<file path="src/emb_consts.svh">
`ifndef EMB_CONSTS_SVH
`define EMB_CONSTS_SVH

// ----------------------------------------------------------------------
// Timing
// ----------------------------------------------------------------------
`define EMB_CLK_PERIOD_NS 100
// Least width of a read, write or fetch strobe, in ns
`define EMB_STROBE_MIN_NS 300
// Strobe width in clock cycles, rounded up, never below one
`define EMB_STROBE_CYCLES \
	(((`EMB_STROBE_MIN_NS + `EMB_CLK_PERIOD_NS - 1) / `EMB_CLK_PERIOD_NS) < 1 ? 1 : \
	((`EMB_STROBE_MIN_NS + `EMB_CLK_PERIOD_NS - 1) / `EMB_CLK_PERIOD_NS))
`define EMB_CNT_W 4

// ----------------------------------------------------------------------
// Address map and widths
// ----------------------------------------------------------------------
`define EMB_ONCHIP_LIMIT 16'h1FFF
`define EMB_ADDR_W 16
`define EMB_BYTE_W 8

// ----------------------------------------------------------------------
// Reset values
// ----------------------------------------------------------------------
`define EMB_LATCH_RESET 8'hFF
`define EMB_LATCH_ALL_ONES 8'hFF
`define EMB_BYTE_ZERO 8'h00
`define EMB_ADDR_ZERO 16'h0000

`endif

</file>
<file path="src/emb_pkg.sv">
`include "emb_consts.svh"

package emb_pkg;

	// ------------------------------------------------------------------
	// Bus sequencer states
	// ------------------------------------------------------------------
	typedef enum logic [2:0] {
		S_IDLE,
		S_ALE,
		S_ADDR,
		S_SETUP,
		S_STROBE,
		S_RELEASE
	} emb_state_t;

	// ------------------------------------------------------------------
	// Port latch state
	// ------------------------------------------------------------------
	typedef struct packed {
		logic [`EMB_BYTE_W-1:0] low_latch;   // Low address/data port latch
		logic [`EMB_BYTE_W-1:0] high_latch;  // High address port latch
		logic                   refused;     // Low port write was dropped
	} emb_latch_state_t;

	// ------------------------------------------------------------------
	// Sequencer state
	// ------------------------------------------------------------------
	typedef struct packed {
		emb_state_t             state;       // Bus phase
		logic                   is_fetch;    // Cycle is a program fetch
		logic                   is_write;    // Cycle is a data write
		logic                   wide;        // Cycle carries a 16-bit address
		logic [`EMB_ADDR_W-1:0] addr;        // Address of the cycle
		logic [`EMB_BYTE_W-1:0] wdata;       // Write data
		logic [`EMB_BYTE_W-1:0] rdata;       // Captured read data
		logic [`EMB_CNT_W-1:0]  cnt;         // Strobe cycle counter
		logic                   ext_exec;    // Executing from external memory
		logic [`EMB_BYTE_W-1:0] pc_high;     // High byte of last external fetch
		logic                   done;        // Cycle finished pulse
		logic                   internal;    // Fetch served on chip pulse
	} emb_seq_state_t;

endpackage

</file>
<file path="src/emb_latch_if.sv">
`timescale 1ns/100ps
`default_nettype none
`include "emb_consts.svh"

// ----------------------------------------------------------------------
// Carrier between the sequencer and the port latches
// ----------------------------------------------------------------------
interface emb_latch_if;
	logic                   access_start;  // Pulse: external access begins
	logic                   ext_in_use;    // Level: external program memory in use
	logic                   low_wr;        // Software write to low port latch
	logic [`EMB_BYTE_W-1:0] low_wdata;     // Data for low port latch
	logic                   high_wr;       // Software write to high port latch
	logic [`EMB_BYTE_W-1:0] high_wdata;    // Data for high port latch
	logic [`EMB_BYTE_W-1:0] low_latch;     // Low port latch contents
	logic [`EMB_BYTE_W-1:0] high_latch;    // High port latch contents
	logic                   low_refused;   // Pulse: low port write dropped

	modport seq (
		output access_start, ext_in_use, low_wr, low_wdata, high_wr, high_wdata,
		input  low_latch, high_latch, low_refused
	);
	modport latch (
		input  access_start, ext_in_use, low_wr, low_wdata, high_wr, high_wdata,
		output low_latch, high_latch, low_refused
	);
endinterface

`default_nettype wire

</file>
<file path="src/emb_bus_ctrl.sv">
`timescale 1ns/100ps
`default_nettype none
`include "emb_consts.svh"


// ----------------------------------------------------------------------
// External memory bus sequencer
// ----------------------------------------------------------------------
module emb_bus_ctrl #(
	parameter logic [15:0] ONCHIP_LIMIT  = `EMB_ONCHIP_LIMIT,   // Top on-chip address
	parameter int          STROBE_CYCLES = `EMB_STROBE_CYCLES   // Strobe width, cycles
) (
	input  wire logic        i_ref_clk,               // 10 MHz clock
	input  wire logic        i_reset_n,               // Synchronous reset, active low
	// Core requests
	input  wire logic        i_fetch_req,             // Fetch request
	input  wire logic [15:0] i_instruction_pointer,   // Fetch address
	input  wire logic        i_data_req,              // Data access request
	input  wire logic        i_data_write,            // 1: write, 0: read
	input  wire logic        i_data_wide,             // 1: pointer, 0: index register
	input  wire logic [15:0] i_data_pointer_reg,      // 16-bit data address
	input  wire logic [7:0]  i_indirect_index_reg,    // 8-bit data address
	input  wire logic [7:0]  i_wdata,                 // Write data
	output logic             o_busy,                  // Bus cycle in progress
	output logic             o_done,                  // Pulse: cycle finished
	output logic             o_fetch_internal,        // Pulse: fetch is on chip
	output logic [7:0]       o_rdata,                 // Read or fetched byte
	input  wire logic        i_external_fetch_select_n,  // Low: all fetches external
	// Software port latch access
	input  wire logic        i_low_port_wr,           // Write low port latch
	input  wire logic [7:0]  i_low_port_wdata,        // Low port latch data
	input  wire logic        i_high_port_wr,          // Write high port latch
	input  wire logic [7:0]  i_high_port_wdata,       // High port latch data
	output logic [7:0]       o_low_port_latch,        // Low port latch
	output logic [7:0]       o_high_port_latch,       // High port latch
	output logic             o_low_port_wr_refused,   // Pulse: low write dropped
	// Memory bus pins
	output logic             o_ale,                   // Address latch pulse
	output logic             o_program_fetch_strobe_n,  // Fetch strobe, active low
	output logic             o_read_strobe_pin_n,     // Data read strobe, active low
	output logic             o_write_strobe_pin_n,    // Data write strobe, active low
	input  wire logic [7:0]  i_low_addr_data_port,    // Low port pin level
	output logic [7:0]       o_low_addr_data_port,    // Low port drive value
	output logic [7:0]       o_low_addr_data_port_oe, // Low port drive enable
	output logic [7:0]       o_high_addr_port,        // High port drive value
	output logic [7:0]       o_high_addr_port_oe,     // High port drive enable
	output logic [7:0]       o_high_addr_port_strong  // High port strong pullup
);

	// ------------------------------------------------------------------
	// Declarations
	// ------------------------------------------------------------------
	localparam logic [`EMB_CNT_W-1:0] STB_LAST = `EMB_CNT_W'(STROBE_CYCLES - 1);

	emb_pkg::emb_seq_state_t r;        // Registered state
	emb_pkg::emb_seq_state_t next_r;   // Next state
	logic                    fetch_ext;  // Fetch address lies off chip
	logic                    in_bus;     // Sequencer away from idle
	logic                    addr_phase; // Low port carries address
	logic                    high_addr;  // High port carries address

	emb_latch_if lat ();  // Carrier to the port latches

	// Decides whether a fetch goes off chip
	function automatic logic is_external(
		input logic        sel_n,
		input logic [15:0] ip
	);
		is_external = !sel_n || (ip > ONCHIP_LIMIT);
	endfunction

	// ------------------------------------------------------------------
	// Sequencer
	// ------------------------------------------------------------------

	// Fetch destination
	assign fetch_ext = is_external(i_external_fetch_select_n, i_instruction_pointer);

	// Next state of the bus cycle
	always_comb begin
		next_r = r;
		next_r.done = 1'b0;
		next_r.internal = 1'b0;
		case (r.state)
			emb_pkg::S_IDLE: begin
				// Fetch wins over data when both are asked
				if (i_fetch_req && fetch_ext) begin
					next_r.state    = emb_pkg::S_ALE;
					next_r.is_fetch = 1'b1;
					next_r.is_write = 1'b0;
					next_r.wide     = 1'b1;
					next_r.addr     = i_instruction_pointer;
					next_r.ext_exec = 1'b1;
					next_r.pc_high  = i_instruction_pointer[15:8];
				end else if (i_fetch_req) begin
					// On-chip fetch, no bus cycle
					next_r.internal = 1'b1;
					next_r.ext_exec = 1'b0;
				end else if (i_data_req) begin
					next_r.state    = emb_pkg::S_ALE;
					next_r.is_fetch = 1'b0;
					next_r.is_write = i_data_write;
					next_r.wide     = i_data_wide;
					next_r.wdata    = i_wdata;
					// Pointer or index register as address
					if (i_data_wide) begin
						next_r.addr = i_data_pointer_reg;
					end else begin
						next_r.addr = {`EMB_BYTE_ZERO, i_indirect_index_reg};
					end
				end
			end
			emb_pkg::S_ALE: begin
				// Address stays on the low port past the pulse fall
				next_r.state = emb_pkg::S_ADDR;
			end
			emb_pkg::S_ADDR: begin
				next_r.cnt = STB_LAST;
				// Writes put data out one cycle before the strobe
				if (r.is_write) begin
					next_r.state = emb_pkg::S_SETUP;
				end else begin
					next_r.state = emb_pkg::S_STROBE;
				end
			end
			emb_pkg::S_SETUP: begin
				next_r.state = emb_pkg::S_STROBE;
			end
			emb_pkg::S_STROBE: begin
				if (r.cnt == '0) begin
					next_r.state = emb_pkg::S_RELEASE;
					// Capture on the edge that releases the strobe
					if (!r.is_write) begin
						next_r.rdata = i_low_addr_data_port;
					end
				end else begin
					next_r.cnt = r.cnt - `EMB_CNT_W'(1);
				end
			end
			emb_pkg::S_RELEASE: begin
				// Strobe inactive, write data still held
				next_r.state = emb_pkg::S_IDLE;
				next_r.done  = 1'b1;
			end
			default: begin
				next_r.state = emb_pkg::S_IDLE;
			end
		endcase
	end

	// State register
	always_ff @(posedge i_ref_clk) begin
		if (!i_reset_n) begin
			r.state    <= emb_pkg::S_IDLE;
			r.is_fetch <= 1'b0;
			r.is_write <= 1'b0;
			r.wide     <= 1'b0;
			r.addr     <= `EMB_ADDR_ZERO;
			r.wdata    <= `EMB_BYTE_ZERO;
			r.rdata    <= `EMB_BYTE_ZERO;
			r.cnt      <= '0;
			r.ext_exec <= 1'b0;
			r.pc_high  <= `EMB_BYTE_ZERO;
			r.done     <= 1'b0;
			r.internal <= 1'b0;
		end else begin
			r <= next_r;
		end
	end

	// ------------------------------------------------------------------
	// Port latches
	// ------------------------------------------------------------------

	// Latch controls over the carrier
	assign lat.access_start = (r.state == emb_pkg::S_ALE);
	assign lat.ext_in_use   = r.ext_exec || (in_bus && r.is_fetch);
	assign lat.low_wr       = i_low_port_wr;
	assign lat.low_wdata    = i_low_port_wdata;
	assign lat.high_wr      = i_high_port_wr;
	assign lat.high_wdata   = i_high_port_wdata;

	emb_port_latch u_latch (
		.i_ref_clk (i_ref_clk),
		.i_reset_n (i_reset_n),
		.lat       (lat)
	);

	// ------------------------------------------------------------------
	// Pins
	// ------------------------------------------------------------------
	assign in_bus     = (r.state != emb_pkg::S_IDLE);
	assign addr_phase = (r.state == emb_pkg::S_ALE) || (r.state == emb_pkg::S_ADDR);
	assign high_addr  = in_bus && r.wide;

	// Strobes
	always_comb begin
		o_ale = (r.state == emb_pkg::S_ALE);
		// Fetch strobe for code only, never in data cycles
		o_program_fetch_strobe_n = !((r.state == emb_pkg::S_STROBE) && r.is_fetch);
		o_read_strobe_pin_n = !((r.state == emb_pkg::S_STROBE) && !r.is_fetch
			&& !r.is_write);
		o_write_strobe_pin_n = !((r.state == emb_pkg::S_STROBE) && r.is_write);
	end

	// Low port: address, then write data, push-pull; released for reads and fetches
	always_comb begin
		if (addr_phase) begin
			o_low_addr_data_port    = r.addr[7:0];
			o_low_addr_data_port_oe = `EMB_LATCH_ALL_ONES;
		end else if (in_bus && r.is_write) begin
			o_low_addr_data_port    = r.wdata;
			o_low_addr_data_port_oe = `EMB_LATCH_ALL_ONES;
		end else if (in_bus) begin
			// Released for the memory to drive
			o_low_addr_data_port    = `EMB_BYTE_ZERO;
			o_low_addr_data_port_oe = `EMB_BYTE_ZERO;
		end else begin
			// Idle: open drain, pulls low where latch holds zero
			o_low_addr_data_port    = `EMB_BYTE_ZERO;
			o_low_addr_data_port_oe = ~lat.low_latch;
		end
	end

	// High port: address byte, fetch byte or latch
	always_comb begin
		if (high_addr) begin
			// Whole cycle, strong drive for ones
			o_high_addr_port        = r.addr[15:8];
			o_high_addr_port_oe     = `EMB_LATCH_ALL_ONES;
			o_high_addr_port_strong = r.addr[15:8];
		end else if (!in_bus && r.ext_exec) begin
			// Between bus cycles while running off chip: code address high byte
			o_high_addr_port        = r.pc_high;
			o_high_addr_port_oe     = `EMB_LATCH_ALL_ONES;
			o_high_addr_port_strong = r.pc_high;
		end else begin
			// Latch on the pins, usable as a data page
			o_high_addr_port        = lat.high_latch;
			o_high_addr_port_oe     = ~lat.high_latch;
			o_high_addr_port_strong = `EMB_BYTE_ZERO;
		end
	end

	// ------------------------------------------------------------------
	// Core side outputs
	// ------------------------------------------------------------------
	assign o_busy                = in_bus;
	assign o_done                = r.done;
	assign o_fetch_internal      = r.internal;
	assign o_rdata               = r.rdata;
	assign o_low_port_latch      = lat.low_latch;
	assign o_high_port_latch     = lat.high_latch;
	assign o_low_port_wr_refused = lat.low_refused;

endmodule

`default_nettype wire

</file>
<file path="src/emb_port_latch.sv">
`timescale 1ns/100ps
`default_nettype none
`include "emb_consts.svh"

// ----------------------------------------------------------------------
// Port latches seen by software
// ----------------------------------------------------------------------
module emb_port_latch (
	input  wire logic  i_ref_clk,   // System clock
	input  wire logic  i_reset_n,   // Synchronous reset, active low
	emb_latch_if.latch lat          // Latch carrier
);

	emb_pkg::emb_latch_state_t r;       // Registered state
	emb_pkg::emb_latch_state_t next_r;  // Next state

	// Next state of both latches
	always_comb begin
		next_r = r;
		next_r.refused = 1'b0;
		// High latch is never touched by bus cycles
		if (lat.high_wr) begin
			next_r.high_latch = lat.high_wdata;
		end
		// Low latch writes are dropped while external code is in use
		if (lat.low_wr && lat.ext_in_use) begin
			next_r.refused = 1'b1;
		end else if (lat.low_wr) begin
			next_r.low_latch = lat.low_wdata;
		end
		// Every external access overwrites the low latch with ones
		if (lat.access_start) begin
			next_r.low_latch = `EMB_LATCH_ALL_ONES;
		end
	end

	// State register
	always_ff @(posedge i_ref_clk) begin
		if (!i_reset_n) begin
			r.low_latch  <= `EMB_LATCH_RESET;
			r.high_latch <= `EMB_LATCH_RESET;
			r.refused    <= 1'b0;
		end else begin
			r <= next_r;
		end
	end

	assign lat.low_latch   = r.low_latch;
	assign lat.high_latch  = r.high_latch;
	assign lat.low_refused = r.refused;

endmodule

`default_nettype wire

</file>
<file path="config.mk">
export PLATFORM = sky130hd
export DESIGN_NAME = emb_bus_ctrl
export DESIGN_NICKNAME = d
export VERILOG_FILES = /design/src/emb_pkg.sv /design/src/emb_latch_if.sv /design/src/emb_bus_ctrl.sv /design/src/emb_port_latch.sv
export VERILOG_INCLUDE_DIRS = /design/src
export SDC_FILE = /design/constraint.sdc
export NUM_CORES = 1
export LEC_CHECK = 0
export BUFFER_PORTS_ARGS = -buffer_cell sky130_fd_sc_hd__buf_2
export CORE_ASPECT_RATIO = 1.75
export CORE_MARGIN = 5
export CORE_UTILIZATION = 28
export DETAILED_ROUTE_END_ITERATION = 10
export HOLD_SLACK_MARGIN = 0.02
export PLACE_DENSITY = 0.49
export SLEW_MARGIN = 20
export SYNTH_ARGS = -nofsm -noshare
export SYNTH_HDL_FRONTEND = slang
export SYNTH_SLANG_ARGS = --single-unit
export TNS_END_PERCENT = 5
</file>
<file path="constraint.sdc">
create_clock -name i_ref_clk -period 2.71 [get_ports i_ref_clk]
set_input_delay 0.1355 -clock i_ref_clk [delete_from_list [all_inputs] [get_ports i_ref_clk]]
set_output_delay 0.1355 -clock i_ref_clk [all_outputs]
set_load 0.03 [all_outputs]
</file>
==> results.sh <==
export IMPL_status="completed"
export IMPL_switching_share=0.340
export IMPL_hold_viol=0
export IMPL_worst_pin_slew_ps=823
export IMPL_ios=153
export IMPL_maxCapViolCount=0
export IMPL_synth_edf_count=0
export IMPL_async_flop_share=0
export IMPL_dieWidth_um=93.6
export IMPL_h_tree_depth=3
export IMPL_layout_common_cells="152 x buf_2, 70 x dfxtp_1, 58 x nand2_1"
export IMPL_die_area_mm2=0.0146
export IMPL_worstSetupPathType="register to primary output"
export IMPL_mostFrequentLayoutCell="buf_2"
export IMPL_critPathCaptureType="primary output"
export IMPL_fin_skew_ps=4.46
export IMPL_flow_area_growth_from_synthesis_pct=35.9
export IMPL_antenna_left=0
export IMPL_p_clk_frac=0.377
export IMPL_gp_congestion=0.758
export IMPL_clock_fmax_ghz=0.413
export IMPL_cpLargestDelayFamily="buffers and inverters"
export IMPL_comb_power_share=0.268
export IMPL_synthFlopType="dfxtp_1"
export IMPL_grt_pass1_wl_mm=16.9
export IMPL_drv_slew=0
export IMPL_timing_final_crit_share=0.894
export IMPL_io_buffers=152
export IMPL_dp_hpwl_mm=8.17
export IMPL_antenna_found_initial=0
export IMPL_worst_setup_path_start_kind="register"
export IMPL_synthesis_area_mm2=0.00343
export IMPL_routed_wl_mm=10.9
export IMPL_overflow=0
export IMPL_slew_headroom=0.451
export IMPL_numCtsBuffers=9
export IMPL_finalSetupViolCount=0
export IMPL_yosys_warnings=0
export IMPL_grt_util_all_layers=0.146
export IMPL_yosysUniqueCellTypes=47
export IMPL_avgSynthCellArea_um2=8.28
export IMPL_coreArea_mm2=0.0120
export IMPL_clock_tree_root_cell="clkbuf_16"
export IMPL_crit_required_ps=2570
export IMPL_cp_cell_sequence="nor3_4, inv_2, mux2i_1, buf_4, nand2_1, nand2b_1, buf_2"
export IMPL_grt_pass1_vias=3318
export IMPL_drtIter0Drc=137
export IMPL_rsz0062_at_grt="no"
export IMPL_die_h_um=156
export IMPL_crit_buf_inv=3
export IMPL_period_minus_slack_ps=2420
export IMPL_syn_num_nets=497
export IMPL_dp_cells=702
export IMPL_setup_tns_ps=0
export IMPL_grt_max_degree=32
export IMPL_nets=638
export IMPL_ys_seq_area_frac=0.409
export IMPL_power_switching_mw=1.15
export IMPL_diodes=0
export IMPL_irDropWorstVdd_uv=353
export IMPL_detail_route_first_pass_iterations=6
export IMPL_instances_no_fill=725
export IMPL_cellLeakagePower_nw=2.18
export IMPL_drc=0
export IMPL_dr_total_vias=3490
export IMPL_netlist_instances=414
export IMPL_initial_utilization=0.286
export IMPL_cellInternalPower_mw=2.22
export IMPL_cts_tree="built"
export IMPL_cp_slowest_stage_delay_ps=670
export IMPL_clk_latency_ps=330
export IMPL_crit_arrival_ps=2290
export IMPL_crit_fanout=25
export IMPL_cp_slowest_cell="dfxtp_1"
export IMPL_wl_per_cell_um=15.0
export IMPL_hp_class="input port to register"
export IMPL_synth_seq_cells=70
export IMPL_powerDensity_mw_per_mm2=723
export IMPL_drive_gt1_frac=0.329
export IMPL_clk_pin_slew_ps=60
export IMPL_fp_row_count=53
export IMPL_cts_num_sinks=70
export IMPL_p_seq_frac=0.355
export IMPL_vias_per_cell=4.81
export IMPL_clock_path_buffers=2
==> cells by family after synthesis <==
family,count (synthesis),share of synthesized area
xor+xnor,1,0.00256
buf+inv,44,0.0613
compound gates,102,0.192
mux,33,0.0964
flops,70,0.409
simple gates,162,0.231
fa+ha+maj,2,0.00730
==> power groups by stage <==
| stage | combinational (mW) | clock, mW | sequential (mW) |
|---|---|---|---|
| 2_1_floorplan | 0.605 | 0 | 1.22 |
| 3_3_place_gp | 0.892 | 0 | 1.22 |
| 3_5_place_dp | 0.903 | 0 | 1.22 |
| 4_1_cts | 0.914 | 1.31 | 1.20 |
| 5_1_grt | 0.979 | 1.36 | 1.21 |
| 6_report | 0.902 | 1.27 | 1.20 |
==> synthesized netlist by cell type, drive strengths merged, types with 9 or more instances <==
cell type   n  area share
a22o       11       0.028
dfxtp      70        0.41
clkbuf     17       0.019
inv         9      0.0099
a21oi      33       0.048
nand2      58       0.064
buf        18       0.033
o21ai      30       0.044
nand3      37       0.055
mux2i      33       0.096
nor2       30       0.033
nand2b     15       0.027
==> timing repair <==
item	CTS	global route
endpoints found under the setup margin	0	7
setup buffers	0	0
hold endpoints to repair	7	0
resized for setup	0	1
hold buffers	7	0
==> metrics by stage <==
stage | instance area (um^2) | hold slack (ps) | util | setup WS [ps] | power (mW)
finish | 4660 | 35.4 | 0.388 | 288 | 3.37
global route | 4660 | 21.6 | 0.388 | 89.6 | 3.55
CTS | 4660 | 20.5 | 0.388 | 131 | 3.43
detailed placement | 4260 | 357 | 0.355 | 505 | 2.12
global placement | 4260 | 356 | 0.355 | 600 | 2.11
floorplan | 3430 | 264 | - | 727 | 1.82
==> worst min-delay path, cell delays in order <==
cell	delay, ps
buf_2	80
mux2i_1	50
nor2_1	70
==> path summary, 6_finish.rpt <==
check                           slack, ps  cells past startpoint                                    end                    start
worst min-delay path                   40                      3                o_rdata[7]$_SDFFE_PN0P_  i_low_addr_data_port[7]
worst min register to register        460                      2                     r[24]$_SDFFE_PN0P_       r[24]$_SDFFE_PN0P_
worst max-delay path                  290                      7                    o_high_addr_port[3]       r[52]$_SDFFE_PN0P_
worst max register to register        600                      5  u_latch.lat.low_latch[0]$_SDFFE_PP1P_       r[52]$_SDFFE_PN0P_
==> state kept, by name (all words and copies together), names as in the netlist <==
signal / flops
u_latch.lat.low_refused: 1
o_fetch_internal: 1
r: 43
u_latch.lat.high_latch: 8
u_latch.lat.low_latch: 8
o_rdata: 8
o_done: 1
==> final cells by class <==
cell class	count	area, um^2
Tap cell	165	206
Fill cell	1262	7350
Sequential cell	70	1400
Multi-Input combinational cell	300	1820
Timing Repair Buffer	165	876
Inverter	9	33.8
Clock inverter	7	98.8
Clock buffer	9	225
==> metal layers <==
layer / global-route usage / up-vias / routed length, um
li1: - / 1733 / -
met1: 0.166 / 1622 / 4350
met2: 0.260 / 124 / 5620
met3: 0.0423 / 11 / 757
met4: 0.0496 / 0 / 166
met5: 0 / - / 0
(Power assumes the default switching activity.)
